## config.mk

```make
export PLATFORM = sky130hd
export DESIGN_NAME = page_and_protect_select
export DESIGN_NICKNAME = d
export VERILOG_FILES = /design/src/pps_pkg.sv /design/src/page_and_protect_select.sv
export VERILOG_INCLUDE_DIRS = /design/src
export SDC_FILE = /design/constraint.sdc
export NUM_CORES = 1
export LEC_CHECK = 0
export ABC_AREA = 1
export BUFFER_PORTS_ARGS = -buffer_cell sky130_fd_sc_hd__buf_2
export CAP_MARGIN = 10
export CORE_MARGIN = 5
export CORE_UTILIZATION = 58
export DETAILED_ROUTE_END_ITERATION = 16
export HOLD_SLACK_MARGIN = 0.02
export PLACE_DENSITY = 0.85
export SLEW_MARGIN = 5
export SYNTH_ARGS = -nofsm -noshare
export SYNTH_HDL_FRONTEND = slang
export SYNTH_SLANG_ARGS = --single-unit
```

## constraint.sdc

```tcl
create_clock -name clk_i -period 9.98 [get_ports clk_i]
set_input_delay 2.994 -clock clk_i [delete_from_list [all_inputs] [get_ports clk_i]]
set_output_delay 2.994 -clock clk_i [all_outputs]
set_load 0.01 [all_outputs]
```

## src/pps_consts.svh

```systemverilog
// Purpose: constants for the page and protect select block
// Assumes: one 250 MHz clock, one bus byte slot per clock
// Notes: offsets are byte addresses on the plain register port
// Behaviour
// - interrupt pin low while unmasked event pends
// - incoming page pin high picks page 1
// - 4-frame: sample at multiframe start, apply next
// - 48-frame: sample at multiframe start, apply next
// - telecom: sample every frame, apply next frame
// - incoming page pin taken on reference clock edge
// - outgoing page pin high picks page 1
// - 4-frame: receive side sample, apply next multiframe
// - 48-frame: receive side sample, apply next multiframe
// - telecom: receive side sample every frame
// - link select high picks working link
// - link select taken at frame, applied next
// - receive pins sampled on system clock edge
// - incoming bus pins sampled on reference clock
// - outgoing bus outputs updated on system clock
// - synchronised user input goes into transmit header
// - user output follows active receive link header
// - device reset is asynchronous
// - test port samples rising, drives falling, else off
// - test reset clears the test port only
// - multiframe is 4 or 48 frames
`ifndef PPS_CONSTS_SVH
`define PPS_CONSTS_SVH
// register byte offsets
`define REG_CTRL 8'h00
`define REG_STATUS 8'h04
`define REG_MASK 8'h08
// status field positions
`define ST_IN_ACT 4
`define ST_OUT_ACT 5
`define ST_LINK_ACT 6
`define ST_USER 7
// reset values
`define MODE_RST 2'h0
`define MASK_RST 3'h0
// frame timing
`define FRAME_US 125
`define CLK_MHZ 250
`define FRAME_CYC (`FRAME_US * `CLK_MHZ)
`define MF_SHORT 6'h04
`define MF_LONG 6'h30
`endif

```

## src/pps_pkg.sv

```systemverilog
// Purpose: types for the page and protect select block
// Assumes: constants live in pps_consts.svh
// Notes: states are one-hot
package pps_pkg;
  // bus operating modes
  typedef enum logic [1:0] {
    MODE_4F = 2'h0,
    MODE_48F = 2'h1,
    MODE_TEL = 2'h2
  } mode_t;
  // reduced test access port states
  typedef enum logic [7:0] {
    TAP_RESET = 8'h01,
    TAP_IDLE = 8'h02,
    TAP_SEL_DR = 8'h04,
    TAP_CAP_DR = 8'h08,
    TAP_SHIFT_DR = 8'h10,
    TAP_EXIT_DR = 8'h20,
    TAP_UPD_DR = 8'h40,
    TAP_SEL_IR = 8'h80
  } tap_t;
  // byte bus sideband and data
  typedef struct packed {
    logic [7:0] data;
    logic parity;
    logic payload;
    logic v5;
    logic trib_payload;
    logic ais;
    logic justify_request;
  } bus_t;
  // one deserialised link slot
  typedef struct packed {
    logic fp;
    bus_t bus;
    logic user;
  } link_word_t;
  // frame tracker state
  typedef struct packed {
    logic [15:0] cnt;
    logic [5:0] fidx;
    logic frm;
    logic mfs;
  } trk_st_t;
  // test port state
  typedef struct packed {
    logic [2:0] s1;
    logic [2:0] s2;
    logic [2:0] s3;
    logic [2:0] v;
    logic [2:0] vp;
    tap_t st;
    logic byp;
    logic tdo;
    logic tdo_oe_n;
  } tap_st_t;
  // top level state
  typedef struct packed {
    logic in_fp;
    logic in_sel;
    logic in_sel_d;
    bus_t in_bus;
    logic rx_fp;
    logic out_sel;
    logic out_sel_d;
    logic wp_sel;
    logic wp_sel_d;
    link_word_t rx_w;
    link_word_t rx_p;
    logic [2:0] usr_s;
    logic usr_v;
    mode_t mode;
    logic [2:0] mask;
    logic [2:0] sts;
    logic in_pend;
    logic in_act;
    logic out_pend;
    logic out_act;
    logic wp_pend;
    logic wp_act;
    link_word_t tx;
    logic out_fp;
    bus_t out_bus;
    logic user_out;
    logic tx_fp;
    logic irq_n;
    logic [31:0] rdata;
  } pps_st_t;
endpackage : pps_pkg

```

## src/page_and_protect_select.sv

```systemverilog
// Purpose: frame-timed page and link selection with user bit pass
// Assumes: reference clock tied to system clock, pins same domain
// Notes: user input and test pins are asynchronous
`include "pps_consts.svh"

// frame and multiframe boundary tracker
module pps_tracker #(
  parameter int FRAME_CYCLES = `FRAME_CYC
) (
  // clock and reset
  input wire logic clk_i,
  input wire logic rst_n_i,
  // timing in
  input wire pps_pkg::mode_t mode_i,
  input wire logic fp_i,
  // boundary pulses
  output logic frm_o,
  output logic mfs_o
);
  localparam logic [15:0] LAST = 16'(FRAME_CYCLES - 1);
  pps_pkg::trk_st_t q; // tracker state
  pps_pkg::trk_st_t d; // next state
  logic [5:0] mf_len; // frames per multiframe

  // next boundary
  always_comb begin
    d = q;
    d.frm = 1'b0;
    d.mfs = 1'b0;
    mf_len = (mode_i == pps_pkg::MODE_48F) ? `MF_LONG : `MF_SHORT;
    if (fp_i) begin
      // pulse marks a multiframe start; telecom pulses every frame, so count four
      d.cnt = 16'h0000;
      d.frm = 1'b1;
      if ((mode_i != pps_pkg::MODE_TEL) || (q.fidx == mf_len - 6'h01)) begin
        d.fidx = 6'h00;
        d.mfs = 1'b1;
      end else begin
        d.fidx = q.fidx + 6'h01;
      end
    end else if (q.cnt == LAST) begin
      // counted frame end
      d.cnt = 16'h0000;
      d.frm = 1'b1;
      if (q.fidx == mf_len - 6'h01) begin
        d.fidx = 6'h00;
        d.mfs = 1'b1;
      end else begin
        d.fidx = q.fidx + 6'h01;
      end
    end else begin
      d.cnt = q.cnt + 16'h0001;
    end
  end

  // state register
  always_ff @(posedge clk_i or negedge rst_n_i) begin
    if (!rst_n_i) begin
      q <= '0;
    end else begin
      q <= d;
    end
  end

  assign frm_o = q.frm;
  assign mfs_o = q.mfs;
endmodule : pps_tracker

// reduced test access port with bypass only
module pps_tap (
  // clock and test reset
  input wire logic clk_i,
  input wire logic trst_n_i,
  // test pins
  input wire logic tck_i,
  input wire logic tms_i,
  input wire logic tdi_i,
  output logic tdo_o,
  output logic tdo_oe_n_o
);
  pps_pkg::tap_st_t q; // port state
  pps_pkg::tap_st_t d; // next state
  logic [2:0] same; // stages two and three agree
  logic rise; // tck rising
  logic fall; // tck falling
  logic tms; // filtered tms
  logic tdi; // filtered tdi

  // sync, edge detect, state walk
  always_comb begin
    d = q;
    d.s1 = {tck_i, tms_i, tdi_i};
    d.s2 = q.s1;
    d.s3 = q.s2;
    same = q.s2 ~^ q.s3;
    d.v = (same & q.s3) | (~same & q.v);
    d.vp = q.v;
    rise = q.v[2] & ~q.vp[2];
    fall = ~q.v[2] & q.vp[2];
    tms = q.v[1];
    tdi = q.v[0];
    if (rise) begin
      // tms and tdi taken on rising tck
      case (q.st)
        pps_pkg::TAP_RESET: begin
          d.st = tms ? pps_pkg::TAP_RESET : pps_pkg::TAP_IDLE;
        end
        pps_pkg::TAP_IDLE: begin
          d.st = tms ? pps_pkg::TAP_SEL_DR : pps_pkg::TAP_IDLE;
        end
        pps_pkg::TAP_SEL_DR: begin
          d.st = tms ? pps_pkg::TAP_SEL_IR : pps_pkg::TAP_CAP_DR;
        end
        pps_pkg::TAP_CAP_DR: begin
          d.byp = 1'b0;
          d.st = tms ? pps_pkg::TAP_EXIT_DR : pps_pkg::TAP_SHIFT_DR;
        end
        pps_pkg::TAP_SHIFT_DR: begin
          d.byp = tdi;
          d.st = tms ? pps_pkg::TAP_EXIT_DR : pps_pkg::TAP_SHIFT_DR;
        end
        pps_pkg::TAP_EXIT_DR: begin
          d.st = tms ? pps_pkg::TAP_UPD_DR : pps_pkg::TAP_SHIFT_DR;
        end
        pps_pkg::TAP_UPD_DR: begin
          d.st = tms ? pps_pkg::TAP_SEL_DR : pps_pkg::TAP_IDLE;
        end
        pps_pkg::TAP_SEL_IR: begin
          d.st = tms ? pps_pkg::TAP_RESET : pps_pkg::TAP_IDLE;
        end
        default: begin
          d.st = pps_pkg::TAP_RESET;
        end
      endcase
    end
    if (fall) begin
      // output changes on falling tck, driven only in shift
      d.tdo = q.byp;
      d.tdo_oe_n = (q.st != pps_pkg::TAP_SHIFT_DR);
    end
  end

  // test reset acts on this port alone
  always_ff @(posedge clk_i or negedge trst_n_i) begin
    if (!trst_n_i) begin
      q <= '0;
      q.st <= pps_pkg::TAP_RESET;
      q.tdo_oe_n <= 1'b1;
    end else begin
      q <= d;
    end
  end

  assign tdo_o = q.tdo;
  assign tdo_oe_n_o = q.tdo_oe_n;
endmodule : pps_tap

// top: page, link and user bit control
module page_and_protect_select #(
  parameter int FRAME_CYCLES = `FRAME_CYC
) (
  // clock and reset
  input wire logic clk_i,
  input wire logic rst_b_i,
  // register port
  input wire logic [7:0] addr_i,
  input wire logic [31:0] wdata_i,
  input wire logic wr_i,
  input wire logic rd_i,
  output logic [31:0] rdata_o,
  // incoming bus side
  input wire logic in_frame_pulse_i,
  input wire logic in_page_select_i,
  input wire pps_pkg::bus_t in_bus_i,
  // receive side selection
  input wire logic rx_serial_frame_pulse_i,
  input wire logic out_page_select_i,
  input wire logic work_protect_select_i,
  // receive links
  input wire pps_pkg::link_word_t rx_working_link_i,
  input wire pps_pkg::link_word_t rx_protect_link_i,
  // transmit link and outgoing bus
  output pps_pkg::link_word_t tx_link_o,
  output logic tx_serial_frame_pulse_o,
  output logic out_frame_pulse_o,
  output pps_pkg::bus_t out_bus_o,
  // active selections to switch units
  output logic incoming_switch_unit_page_o,
  output logic outgoing_switch_unit_page_o,
  output logic link_working_o,
  // user bit
  input wire logic user_bit_in_i,
  output logic user_bit_out_o,
  // open drain interrupt
  output logic irq_out_n_o,
  output logic irq_oe_n_o,
  // test port
  input wire logic tck_i,
  input wire logic tms_i,
  input wire logic tdi_i,
  input wire logic trst_n_i,
  output logic tdo_o,
  output logic tdo_oe_n_o
);
  logic [1:0] rst_q; // reset release chain
  logic rst_n; // synchronised reset
  pps_pkg::pps_st_t q; // block state
  pps_pkg::pps_st_t d; // next state
  logic in_frm; // incoming frame start
  logic in_mfs; // incoming multiframe start
  logic rx_frm; // receive frame start
  logic rx_mfs; // receive multiframe start
  logic in_ev; // incoming page update point
  logic out_ev; // outgoing page update point
  logic [2:0] ev; // change events
  logic [2:0] clr; // software acknowledge
  logic [31:0] rd; // read mux

  // reset release through two flops
  always_ff @(posedge clk_i or negedge rst_b_i) begin
    if (!rst_b_i) begin
      rst_q <= 2'h0;
    end else begin
      rst_q <= {rst_q[0], 1'b1};
    end
  end
  assign rst_n = rst_q[1];

  // incoming frame timing
  pps_tracker #(.FRAME_CYCLES(FRAME_CYCLES)) u_in_trk (
    .clk_i(clk_i),
    .rst_n_i(rst_n),
    .mode_i(q.mode),
    .fp_i(q.in_fp),
    .frm_o(in_frm),
    .mfs_o(in_mfs)
  );

  // receive frame timing
  pps_tracker #(.FRAME_CYCLES(FRAME_CYCLES)) u_rx_trk (
    .clk_i(clk_i),
    .rst_n_i(rst_n),
    .mode_i(q.mode),
    .fp_i(q.rx_fp),
    .frm_o(rx_frm),
    .mfs_o(rx_mfs)
  );

  // test access port
  pps_tap u_tap (
    .clk_i(clk_i),
    .trst_n_i(trst_n_i),
    .tck_i(tck_i),
    .tms_i(tms_i),
    .tdi_i(tdi_i),
    .tdo_o(tdo_o),
    .tdo_oe_n_o(tdo_oe_n_o)
  );

  // update points per mode
  assign in_ev = (q.mode == pps_pkg::MODE_TEL) ? in_frm : in_mfs;
  assign out_ev = (q.mode == pps_pkg::MODE_TEL) ? rx_frm : rx_mfs;

  // next state
  always_comb begin
    d = q;
    // incoming pins on the reference edge
    d.in_fp = in_frame_pulse_i;
    d.in_sel = in_page_select_i;
    d.in_bus = in_bus_i;
    d.in_sel_d = q.in_sel;
    // receive pins on the system edge
    d.rx_fp = rx_serial_frame_pulse_i;
    d.out_sel = out_page_select_i;
    d.wp_sel = work_protect_select_i;
    d.out_sel_d = q.out_sel;
    d.wp_sel_d = q.wp_sel;
    d.rx_w = rx_working_link_i;
    d.rx_p = rx_protect_link_i;
    // user input: three stages, take when two agree
    d.usr_s = {q.usr_s[1:0], user_bit_in_i};
    if (q.usr_s[1] == q.usr_s[2]) begin
      d.usr_v = q.usr_s[2];
    end
    // incoming page: apply pending, take new sample
    ev = 3'h0;
    if (in_ev) begin
      d.in_act = q.in_pend;
      d.in_pend = q.in_sel_d;
      ev[0] = (q.in_pend != q.in_act);
    end
    // outgoing page
    if (out_ev) begin
      d.out_act = q.out_pend;
      d.out_pend = q.out_sel_d;
      ev[1] = (q.out_pend != q.out_act);
    end
    // working or protect link, per frame
    if (rx_frm) begin
      d.wp_act = q.wp_pend;
      d.wp_pend = q.wp_sel_d;
      ev[2] = (q.wp_pend != q.wp_act);
    end
    // transmit link carries the synchronised user bit
    d.tx = {q.in_fp, q.in_bus, q.usr_v};
    d.tx_fp = in_mfs;
    // outgoing bus from the active link
    if (q.wp_act) begin
      d.out_fp = q.rx_w.fp;
      d.out_bus = q.rx_w.bus;
      d.user_out = q.rx_w.user;
    end else begin
      d.out_fp = q.rx_p.fp;
      d.out_bus = q.rx_p.bus;
      d.user_out = q.rx_p.user;
    end
    // register writes
    clr = 3'h0;
    if (wr_i) begin
      case (addr_i)
        `REG_CTRL: begin
          d.mode = pps_pkg::mode_t'(wdata_i[1:0]);
        end
        `REG_STATUS: begin
          clr = wdata_i[2:0];
        end
        `REG_MASK: begin
          d.mask = wdata_i[2:0];
        end
        default: begin
          clr = 3'h0;
        end
      endcase
    end
    // sticky events, a new event beats the clear
    d.sts = (q.sts & ~clr) | ev;
    d.irq_n = ~|(q.sts & q.mask);
    // register reads, data in the next cycle only
    rd = 32'h0000_0000;
    rd[2:0] = q.sts;
    rd[`ST_IN_ACT] = q.in_act;
    rd[`ST_OUT_ACT] = q.out_act;
    rd[`ST_LINK_ACT] = q.wp_act;
    rd[`ST_USER] = q.user_out;
    d.rdata = 32'h0000_0000;
    if (rd_i) begin
      case (addr_i)
        `REG_CTRL: begin
          d.rdata = {30'h0000_0000, q.mode};
        end
        `REG_STATUS: begin
          d.rdata = rd;
        end
        `REG_MASK: begin
          d.rdata = {29'h0000_0000, q.mask};
        end
        default: begin
          d.rdata = 32'h0000_0000;
        end
      endcase
    end
  end

  // state register
  always_ff @(posedge clk_i or negedge rst_n) begin
    if (!rst_n) begin
      q <= '0;
      q.mode <= pps_pkg::mode_t'(`MODE_RST);
      q.mask <= `MASK_RST;
      q.irq_n <= 1'b1;
    end else begin
      q <= d;
    end
  end

  // outputs straight from flops
  assign rdata_o = q.rdata;
  assign tx_link_o = q.tx;
  assign tx_serial_frame_pulse_o = q.tx_fp;
  assign out_frame_pulse_o = q.out_fp;
  assign out_bus_o = q.out_bus;
  assign incoming_switch_unit_page_o = q.in_act;
  assign outgoing_switch_unit_page_o = q.out_act;
  assign link_working_o = q.wp_act;
  assign user_bit_out_o = q.user_out;
  assign irq_out_n_o = q.irq_n;
  assign irq_oe_n_o = q.irq_n;
endmodule : page_and_protect_select

```

; Word level (Yosys, flattened, before mapping)
; Index checks and enable logic that the tools add are counted.
[word_totals]
word_cells = 169
in_bits = 100
register_bits = 214
output_inout_bits = 72
[classes]
muxes = 32
addsub = 5
n_reduce_logical = 14
n_eq_ne = 22
bitwise = 13
[ops]
columns = operator, n
row1 = 16-bit 2-to-1 mux, 3
row2 = 24-bit 2-to-1 mux, 2
row3 = 8-bit case mux with 5 select lines, 1
row4 = 6-bit 2-to-1 mux, 6
row5 = "16-bit by 1-bit adder with 16-bit output, second input constant", 2
row6 = "16-bit by 15-bit == test with 1-bit output, second input constant", 2
row7 = 8-bit 2-to-1 mux, 4
row8 = 8-bit case mux with 3 select lines, 1
row9 = "8-bit by 3-bit == test with 1-bit output, second input constant", 2
row10 = "8-bit by 4-bit == test with 1-bit output, second input constant", 2
row11 = "6-bit by 1-bit adder with 6-bit output, second input constant", 2
row12 = 3-bit AND, 4
row13 = 6-bit == test, 2
row14 = 1-bit 2-to-1 mux, 9
row15 = 3-bit 2-to-1 mux, 3
row16 = "8-bit by 1-bit == test with 1-bit output, second input constant", 1
row17 = "8-bit by 2-bit == test with 1-bit output, second input constant", 1
row18 = "8-bit by 5-bit == test with 1-bit output, second input constant", 1
row19 = "8-bit by 6-bit == test with 1-bit output, second input constant", 1
row20 = "8-bit by 7-bit == test with 1-bit output, second input constant", 1
row21 = "8-bit == test, second input constant", 1
row22 = 8-bit zero test, 1
row23 = "8-bit by 5-bit inequality test with 1-bit output, second input constant", 1
row24 = 7-bit 2-to-1 mux, 1
row25 = other kinds (19), 32

; Depth between registers and ports, before layout
; Gate-level depths: netlist of run 1.
[depth]
ltp_word = 7
mapped_depth = 9
mapped_depth_nobuf = 9

; By module
; A second synthesis of run 1 with hierarchy kept.
[unflattened]
hier_cells = 880
area_unflattened_um2 = 8131.5
[modules_own_cells]
columns = mod, instances, area_each_um2, seq_area_each_um2, cells_per_inst
row1 = page_and_protect_select, 1, 4056.4, 2879.0, 335
row2 = pps_tracker, 2, 1524.0, 600.6, 221
row3 = pps_tap, 1, 1027.2, 603.1, 103

; Worst setup path after synthesis of run 1
; Ideal clock, no wire load.
[synth_timing]
path_kind = input port to flip-flop
startpoint = input port addr_i[1]
endpoint = register q[72] in the netlist's numbering
cell_stages = 6
path_buffers = 0
slack_ps = 6135
arrival_time_ps = 3717
cell_sequence = nor2_1 -> nand3_1 -> nor2_1 -> nand3_1 -> nand2_1 -> o31ai_1
[synth_rtl]
columns = element, line_no
row1 = start: declaration, page_and_protect_select.sv:166  ; input wire logic [7:0] addr_i,
row2 = end: declaration, page_and_protect_select.sv:207  ; pps_pkg::pps_st_t q;

; Worst setup path in the final report of run 1
[layout_timing]
startpoint = register q (netlist bit link_working_o)
endpoint = output port link_working_o
[layout_rtl]
columns = element, line_no
row1 = end: declaration, page_and_protect_select.sv:190  ; output logic link_working_o,
; No word-level cell between the ends.

==> run_results.csv, run 1 <==
group,metric,value,unit
floorplanning,core_area,0.0131,sq mm
global_route,grt_pass1_vias,5445,
sta,slew_violations,0,
clock_network,post_cts_resized,0,
sta,setup_tns,0,ps
route,drc_errors,0,
sta,max_slew.worst_pin.slew,1030,ps
critical_path,arrival,1430,ps
sta,period_minus_slack,4420,ps
global_route,grt_max_degree,88,
clock_network,cts_tree,"yes",
clock_network,clock_path_buffers,2,
outcome,status,"finished clean",
sta,final.period_utilization,0.443,
global_route,gr-total-overflow,0,
clock_network,clk_latency,430,ps
sta,rsz0062_at_grt,"false",
hold_path,hold_class,"flop to flop",
sta,relSlewSlack,0.312,
layout,syn2layout_area_growth,12.4,%
flow_run,drv_cap,0,
floorplanning,std_cell_rows,42,
layout,drive_gt1_frac,0.205,
route,postRouteAntennaNets,0,
global_route,track_usage,0.203,
placed_design,place_congestion,0.904,
yosys,synth.distinct_cells,39,
clock_network,htree_levels,4,
sta,clock_skew,7.78,ps
global_route,antenna_found_initial,0,
global_route,grt_pass1_wl,25600,um
pwr,p_leak,4.30,nW
placed_design,dp_hpwl,10200,um
yosys,synth_area_leader_cell,"dfrtp_1",
clock_network,clk_pin_slew,70,ps
critical_path,critPathMaxFanout,19,
layout,layoutNonFillerInstCount,1072,
critical_path,critPathRequiredTime,6990,ps
route,wl_per_cell,14.4,um
critical_path,endpoint_kind,"output port",
route,drtIter0Drc,499,
critical_path,path_buf_inv,1,
clock_network,numCtsBuffers,17,
clock_network,cts_hold_buffers,0,
yosys,syn_inst,794,
route,routed_wl,15400,um
yosys,ys_seq_elements,187,
floorplanning,die_h,125,um
placed_design,placed_cell_area,0.00809,sq mm
yosys,synth_top_area_share,0.597,
layout,design_area,0.00866,sq mm
floorplanning,initial_core_util,0.587,
yosys,netlist_area,0.00771,sq mm
yosys,yosys_warnings,0,
critical_path,slowest_stage,"dfrtp_1",
critical_path,cpPeakStageDelay,740,ps
pwr,pwr-share-seq,0.512,
critical_path,critPathKind,"flop to output port",
clock_network,root_buffer,"clkbuf_16",
yosys,yosysSeqAreaShare,0.608,
layout,nNetsFinal,990,
route,drt_first_pass_iters,7,
route,vias,5514,
yosys,synth-edff-count,0,
sta,finalSetupViolations,0,
critical_path,cp_cell_sequence,"buf_2",
placed_design,dpl_worst_slack,5790,ps
floorplanning,ios,172,
clock_network,cts.sinks,187,
floorplanning,die-area,0.0157,sq mm
route,routed_via_density,5.14,
placed_design,io_buffer_count,117,
pwr,p_clk_frac,0.399,
yosys,synth_area_per_cell,9.71,sq um
floorplanning,fp.dieW,125,um
sta,fmax,226,MHz
critical_path,cpLargestDelayFamily,"flip-flops",
pwr,p_comb_frac,0.089,
critical_path,critPathLaunchType,"flop",
pwr,power.density,189,mW/mm^2
clock_network,post_cts_buffers,0,
layout,diodes,0,
pwr,switching_power,0.411,mW
yosys,synth_flop_cell,"dfrtp_1",
sta,finalWorstSetupSlack,5560,ps
yosys,ys_async_sr_fraction,1.00,
pwr,intPower,1.23,mW
pwr,p_sw_frac,0.251,
placed_design,place_inst,1041,
sta,final-hold-violation-count,0,
pwr,irDropWorstVdd,0.0982,mV
yosys,synth_area_leaders,"dfrtp_1 (60%), nand2_1 (9.4%), buf_4 (6.1%), nor2_1 (4.5%), inv_1 (3.2%)",
[flip-flops by register name, indices dropped and copies added, names as in the netlist, 2 cells and up, named ones only]
name	count
u_tap.q	13
u_tap.d	6
d	21
u_rx_trk.q	22
rst_q	2
u_in_trk.q	22
out_bus_o	14
q	48
rdata_o	7
tx_link_o	16
[power groups by stage]
| stage | logic (mW) | clock network [mW] | registers [mW] |
|---|---|---|---|
| after floorplan | 0.108 | 0 | 0.849 |
| after global placement | 0.135 | 0 | 0.850 |
| after detailed placement | 0.140 | 0 | 0.853 |
| after CTS | 0.145 | 0.668 | 0.840 |
| after global routing | 0.164 | 0.701 | 0.846 |
| final | 0.145 | 0.654 | 0.840 |
[layout by cell type (no fill, tap or decap), drive strengths merged]
cell type / n
inv: 77
a22o: 1
nand3: 40
clkinv: 4
nor3: 20
buf: 118
nand4: 28
nor3b: 3
dfrtp: 184
a31oi: 4
nand3b: 3
dfstp: 3
bufinv: 2
clkinvlp: 2
a21oi: 8
mux2: 2
xor2: 5
maj3: 4
nand2: 195
conb: 26
clkbuf: 20
nor2: 104
o21ai: 28
o31ai: 2
ha: 6
o22ai: 5
o21bai: 2
[logic make-up after synthesis]
family | count (synthesis) | synth area share
adder cells (fa/ha/maj) | 10 | 0.0149
AO/OA/AOI/OAI | 50 | 0.0372
flip-flops | 187 | 0.608
other | 2 | 0.000975
XOR/XNOR | 5 | 0.00568
buffers and inverters | 145 | 0.104
AND/OR/NAND/NOR | 393 | 0.226
multiplexers | 2 | 0.00292
[metal layers]
| metal | vias to the layer above | track usage | part of all wire |
|---|---|---|---|
| met3 | 45 | 0.0571 | 0.069 |
| met5 | - | 0 | 0 |
| li1 | 2624 | - | - |
| met4 | 0 | 0.0740 | 0.024 |
| met2 | 226 | 0.344 | 0.51 |
| met1 | 2619 | 0.251 | 0.40 |
[path summary, 6_finish.rpt]
kind | startpoint | endpoint | slack (ps) | cells past startpoint
worst min-delay path | d[56] | tx_link_o[6] | 340 | 0
min in group asynchronous | rst_q[1] | u_rx_trk.q[14] | 470 | 0
worst min register to register | d[56] | tx_link_o[6] | 340 | 0
worst max register to register | rst_q[1] | rdata_o[5] | 7940 | 1
max in group asynchronous | trst_n_i | u_tap.q[3] | 7080 | 1
worst max-delay path | link_working_o | link_working_o | 5560 | 1
[area by class of cell]
type                            count  area (sq um)
Clock inverter                     11           135
Clock buffer                       20           437
Timing Repair Buffer              118           593
Tap cell                          176           220
Sequential cell                   187          4690
Inverter                           74           278
Fill cell                         991          4480
Multi-Input combinational cell    486          2310
[synthesized netlist by cell type, types with 4 or more instances]
library cell / n
nand3_1: 36
nand2_1: 192
o22ai_1: 5
nand3_2: 4
nor2_2: 7
buf_4: 63
nor2_4: 5
xor2_1: 5
nor3_1: 18
nand4_1: 27
ha_1: 6
a21oi_1: 8
dfrtp_1: 184
a31oi_1: 4
nor2_1: 92
o21ai_0: 23
inv_2: 6
inv_1: 66
maj3_1: 4
[metrics by stage]
stage               power [mW]  utilization  hold slack, ps
floorplan                0.957            -             331
finish                    1.64        0.659             344
CTS                       1.65        0.659             347
detailed placement       0.993        0.616             335
global route              1.71        0.659             348
global placement         0.985        0.616             331
No activity file was read; power rests on OpenSTA's default activity.
==> run 2: changes to the inputs <==
--- a/config.mk
+++ b/config.mk
@@ -10,10 +10,10 @@
 export BUFFER_PORTS_ARGS = -buffer_cell sky130_fd_sc_hd__buf_2
 export CAP_MARGIN = 10
 export CORE_MARGIN = 5
-export CORE_UTILIZATION = 58
+export CORE_UTILIZATION = 49
 export DETAILED_ROUTE_END_ITERATION = 16
 export HOLD_SLACK_MARGIN = 0.02
-export PLACE_DENSITY = 0.85
+export PLACE_DENSITY = 0.76
 export SLEW_MARGIN = 5
 export SYNTH_ARGS = -nofsm -noshare
 export SYNTH_HDL_FRONTEND = slang
==> constraint.sdc (replaced) <==
create_clock -name clk_i -period 3.7 [get_ports clk_i]
set_input_delay 1.11 -clock clk_i [delete_from_list [all_inputs] [get_ports clk_i]]
set_output_delay 1.11 -clock clk_i [all_outputs]
set_load 0.01 [all_outputs]
==> run_results.csv, run 2 (synthesized netlist as in run 1, its figures left out) <==
group,metric,value,unit
outcome,status,"finished clean",
layout,largest_register,"q",
pwr,irDropWorstVdd,0.428,mV
layout,largest_reg_flops,48,
route,drtIter0Drc,319,
layout,drive_gt1_frac,0.210,
hold_path,worstHoldPathCells,0,
placed_design,io_buffer_count,117,
route,routed_wl,14400,um
sta,finalWorstSetupSlack,1170,ps
layout,layoutNonFillerInstCount,1108,
sta,slew_violations,0,
pwr,power.density,509,mW/mm^2
global_route,grt_pass1_wl,24000,um
clock_network,htree_levels,4,
floorplanning,initial_core_util,0.503,
layout,reg_top3,"q (48), u_in_trk.q (22), u_rx_trk.q (22)",
layout,syn2layout_area_growth,13.7,%
sta,period_minus_slack,2530,ps
critical_path,cpLargestDelayFamily,"flip-flops",
sta,final.period_utilization,0.685,
clock_network,clk_latency,420,ps
hold_path,hp-start,"d[51]",
sta,max_slew.worst_pin.slew,903,ps
route,drc_errors,0,
critical_path,endpoint_kind,"output port",
floorplanning,core_area,0.0153,sq mm
critical_path,critPathMaxFanout,19,
clock_network,post_cts_resized,0,
global_route,track_usage,0.164,
sta,relSlewSlack,0.398,
layout,final_cell_mix,"nand2_1 (192), dfrtp_1 (183), buf_2 (117)",
critical_path,slowest_stage,"dfrtp_1",
layout,nNetsFinal,991,
floorplanning,die_h,135,um
critical_path,reg2reg_from,"link_working_o",
global_route,antenna_found_initial,0,
critical_path,arrival,1420,ps
route,drt_first_pass_iters,4,
critical_path,critPathKind,"flop to output port",
route,vias,5301,
global_route,grt_max_degree,70,
sta,clock_skew,7.99,ps
placed_design,place_inst,1077,
placed_design,dpl_worst_slack,1350,ps
route,wl_per_cell,13.0,um
floorplanning,ios,172,
global_route,grt_pass1_vias,5051,
critical_path,cpPeakStageDelay,750,ps
hold_path,holdPathEnd,"tx_link_o[1]",
placed_design,place_congestion,0.887,
route,routed_via_density,4.78,
sta,setup_tns,0,ps
clock_network,cts_tree,"yes",
hold_path,hold_class,"flop to flop",
floorplanning,die-area,0.0183,sq mm
critical_path,critPathLaunchType,"flop",
critical_path,r2r_cells,3,
critical_path,critPathLaunch,"link_working_o",
critical_path,r2r-end,"q[74]",
sta,finalSetupViolations,0,
placed_design,dp_hpwl,10100,um
layout,diodes,0,
sta,fmax,395,MHz
clock_network,cts.sinks,187,
critical_path,path_buf_inv,1,
global_route,gr-total-overflow,0,
floorplanning,std_cell_rows,45,
layout,layout_commonest_cell,"nand2_1",
flow_run,drv_cap,0,
pwr,p_leak,4.33,nW
clock_network,root_buffer,"clkbuf_16",
clock_network,post_cts_buffers,0,
sta,final-hold-violation-count,0,
clock_network,clk_pin_slew,70,ps
sta,rsz0062_at_grt,"false",
critical_path,reg2reg_slack,1780,ps
critical_path,critPathRequiredTime,2590,ps
critical_path,cp_cell_sequence,"buf_2",
clock_network,clock_path_buffers,2,
floorplanning,fp.dieW,135,um
clock_network,numCtsBuffers,17,
clock_network,cts_hold_buffers,0,
route,postRouteAntennaNets,0,
-- run 2: changes by cell type in the layout (fill, tap and decap cells not counted), sizes merged --
cell / before / now
buf: 118 / 119
clkinvlp: 2 / 1
bufinv: 2 / 1
clkinv: 4 / 9
clkbuf: 20 / 17
-- run 2: area by class of cell --
cell class,instances,area [sq um]
tap,211,264
multi-input combinational,486,2310
fill,1329,6550
sequential,187,4690
clock buffer,17,425
timing repair buffer,119,613
clock inverter,14,183
inverter,74,278
-- run 2: where the power goes --
group / switching, mW / internal (mW)
logic: 0.240 / 0.138
registers: 0.0894 / 2.17
clock network: 0.853 / 0.967
total: 1.18 / 3.28
-- run 2: worst max path at each step --
stage | end | slack [ps] | depth (start not counted)
3_5_place_dp | rdata_o[5] | 1350 | 6
4_1_cts | link_working_o | 1130 | 1
2_1_floorplan | d[116] | 1000 | 0
3_3_place_gp | rdata_o[6] | 1360 | 6
6_report | link_working_o | 1170 | 1
5_1_grt | link_working_o | 1040 | 1
-- run 2: stage by stage --
| stage | power (mW) | utilization | hold slack, ps | cell area [sq um] |
|---|---|---|---|---|
| 3_5_place_dp | 2.68 | 0.532 | 335 | 8150 |
| 4_1_cts | 4.50 | 0.572 | 351 | 8760 |
| 6_report | 4.46 | 0.572 | 349 | 8760 |
| 2_1_floorplan | 2.58 | - | 331 | 7800 |
| 5_1_grt | 4.65 | 0.572 | 356 | 8760 |
| 3_3_place_gp | 2.66 | 0.532 | 331 | 8150 |
-- run 2: layer usage --
metal	track usage	wire, um
met1	0.218	6330
met2	0.265	6890
met3	0.0431	898
met4	0.0510	236
met5	0	0
==> run 3: changes to the inputs <==
==> constraint.sdc (replaced) <==
create_clock -name clk_i -period 2.1 [get_ports clk_i]
set_input_delay 0.63 -clock clk_i [delete_from_list [all_inputs] [get_ports clk_i]]
set_output_delay 0.63 -clock clk_i [all_outputs]
set_load 0.01 [all_outputs]
==> run_results.csv, run 3 (synthesized netlist as in run 1, its figures left out) <==
group,metric,value,unit
pwr,power.density,881,mW/mm^2
global_route,grt_pass1_wl,24100,um
floorplanning,die_h,135,um
route,wl_per_cell,12.9,um
critical_path,critPathLaunchType,"flop",
sta,finalSetupViolations,0,
floorplanning,fp.dieW,135,um
layout,multi_input_area,0.00231,sq mm
clock_network,cts.sinks,187,
layout,reg_top3,"q (48), u_in_trk.q (22), u_rx_trk.q (22)",
clock_network,clock_path_buffers,2,
placed_design,io_buffer_count,117,
outcome,status,"finished clean",
critical_path,cpPeakStageDelay,530,ps
clock_network,clk_latency,430,ps
sta,final-hold-violation-count,0,
route,drc_errors,0,
sta,max_slew.worst_pin.slew,507,ps
global_route,track_usage,0.165,
floorplanning,core_area,0.0153,sq mm
floorplanning,initial_core_util,0.503,
global_route,gr-total-overflow,0,
floorplanning,die-area,0.0183,sq mm
critical_path,critPathMaxFanout,2,
critical_path,cp_cell_sequence,"buf_2",
layout,largest_register,"q",
layout,register_area,0.00469,sq mm
floorplanning,std_cell_rows,45,
critical_path,path_buf_inv,1,
clock_network,root_buffer,"clkbuf_16",
pwr,p_leak,4.35,nW
floorplanning,ios,172,
sta,setup_tns,0,ps
critical_path,endpoint_kind,"output port",
layout,syn2layout_area_growth,13.9,%
layout,largest_reg_flops,48,
critical_path,critPathRequiredTime,1470,ps
route,routed_via_density,4.82,
sta,rsz0062_at_grt,"false",
route,drt_first_pass_iters,5,
route,postRouteAntennaNets,0,
placed_design,dp_hpwl,10100,um
pwr,irDropWorstVdd,0.702,mV
clock_network,cts_tree,"yes",
route,routed_wl,14300,um
layout,diodes,0,
route,vias,5365,
sta,relSlewSlack,0.662,
clock_network,post_cts_buffers,0,
route,drtIter0Drc,337,
sta,fmax,587,MHz
hold_path,hold_class,"input pin to async pin",
critical_path,critPathKind,"flop to output port",
layout,drive_gt1_frac,0.214,
layout,nNetsFinal,996,
critical_path,arrival,1070,ps
clock_network,clk_pin_slew,70,ps
placed_design,place_congestion,0.912,
critical_path,slowest_stage,"dfstp_2",
critical_path,path_depth,1,
clock_network,numCtsBuffers,17,
sta,slew_violations,0,
critical_path,cpLargestDelayFamily,"flip-flops",
sta,period_minus_slack,1700,ps
critical_path,r2r_cells,8,
sta,final.period_utilization,0.811,
flow_run,drv_cap,0,
layout,post-route-util,0.573,
layout,fill_cells,1313,
clock_network,htree_levels,4,
sta,clock_skew,7.89,ps
layout,layout_commonest_cell,"nand2_1",
global_route,grt_pass1_vias,5061,
global_route,grt_max_degree,83,
global_route,antenna_found_initial,0,
layout,final_cell_mix,"nand2_1 (192), dfrtp_1 (183), buf_2 (117)",
-- run 3: repair_timing --
action,in CTS,in global routing
hold buffers,1,0
endpoints found under the hold margin,2,0
gates resized for setup,0,0
-- run 3: path summary, 6_finish.rpt --
path | from | to | slack [ps]
min in group clk_i | rx_protect_link_i[6] | q[90] | 300
min reg2reg | rst_q[1] | tx_link_o[15] | 190
min | trst_n_i | u_tap.q[19] | 170
max in group asynchronous | rst_q[1] | out_bus_o[8] | 1240
max reg2reg | u_rx_trk.q[8] | u_rx_trk.q[22] | 490
max | u_tap.tdo_oe_n_o | tdo_oe_n_o | 400
-- run 3: layout make-up --
class                   count  share of cell area
clock buffers              19              0.0516
clock inverters            13              0.0140
inverters                  74              0.0316
multi-input cells         486               0.263
flip-flops and latches    187               0.534
well taps                 211              0.0301
repair buffers            124              0.0758
-- run 3: power breakdown --
group,switching (mW),internal [mW],total (mW)
sequential,0.127,3.82,3.95
clock,1.44,1.63,3.07
combinational,0.454,0.256,0.710
total,2.02,5.71,7.73
-- run 3: stage by stage --
step	worst slack, ps	hold WS, ps	cell area, sq um	total power [mW]	std cells
after floorplan	409	331	7800	4.55	818
after global placement	265	196	8200	4.71	1081
after detailed placement	223	193	8200	4.73	1081
after CTS	369	163	8780	7.83	1114
after global routing	289	199	8780	8.10	1114
final	398	165	8780	7.73	1114
-- run 3: metal layers --
metal	GRT usage	wire (um)	part of all wire
met2	0.271	7150	0.50
met4	0.0504	178	0.012
met5	0	0	0
met1	0.216	6150	0.43
met3	0.0420	848	0.059
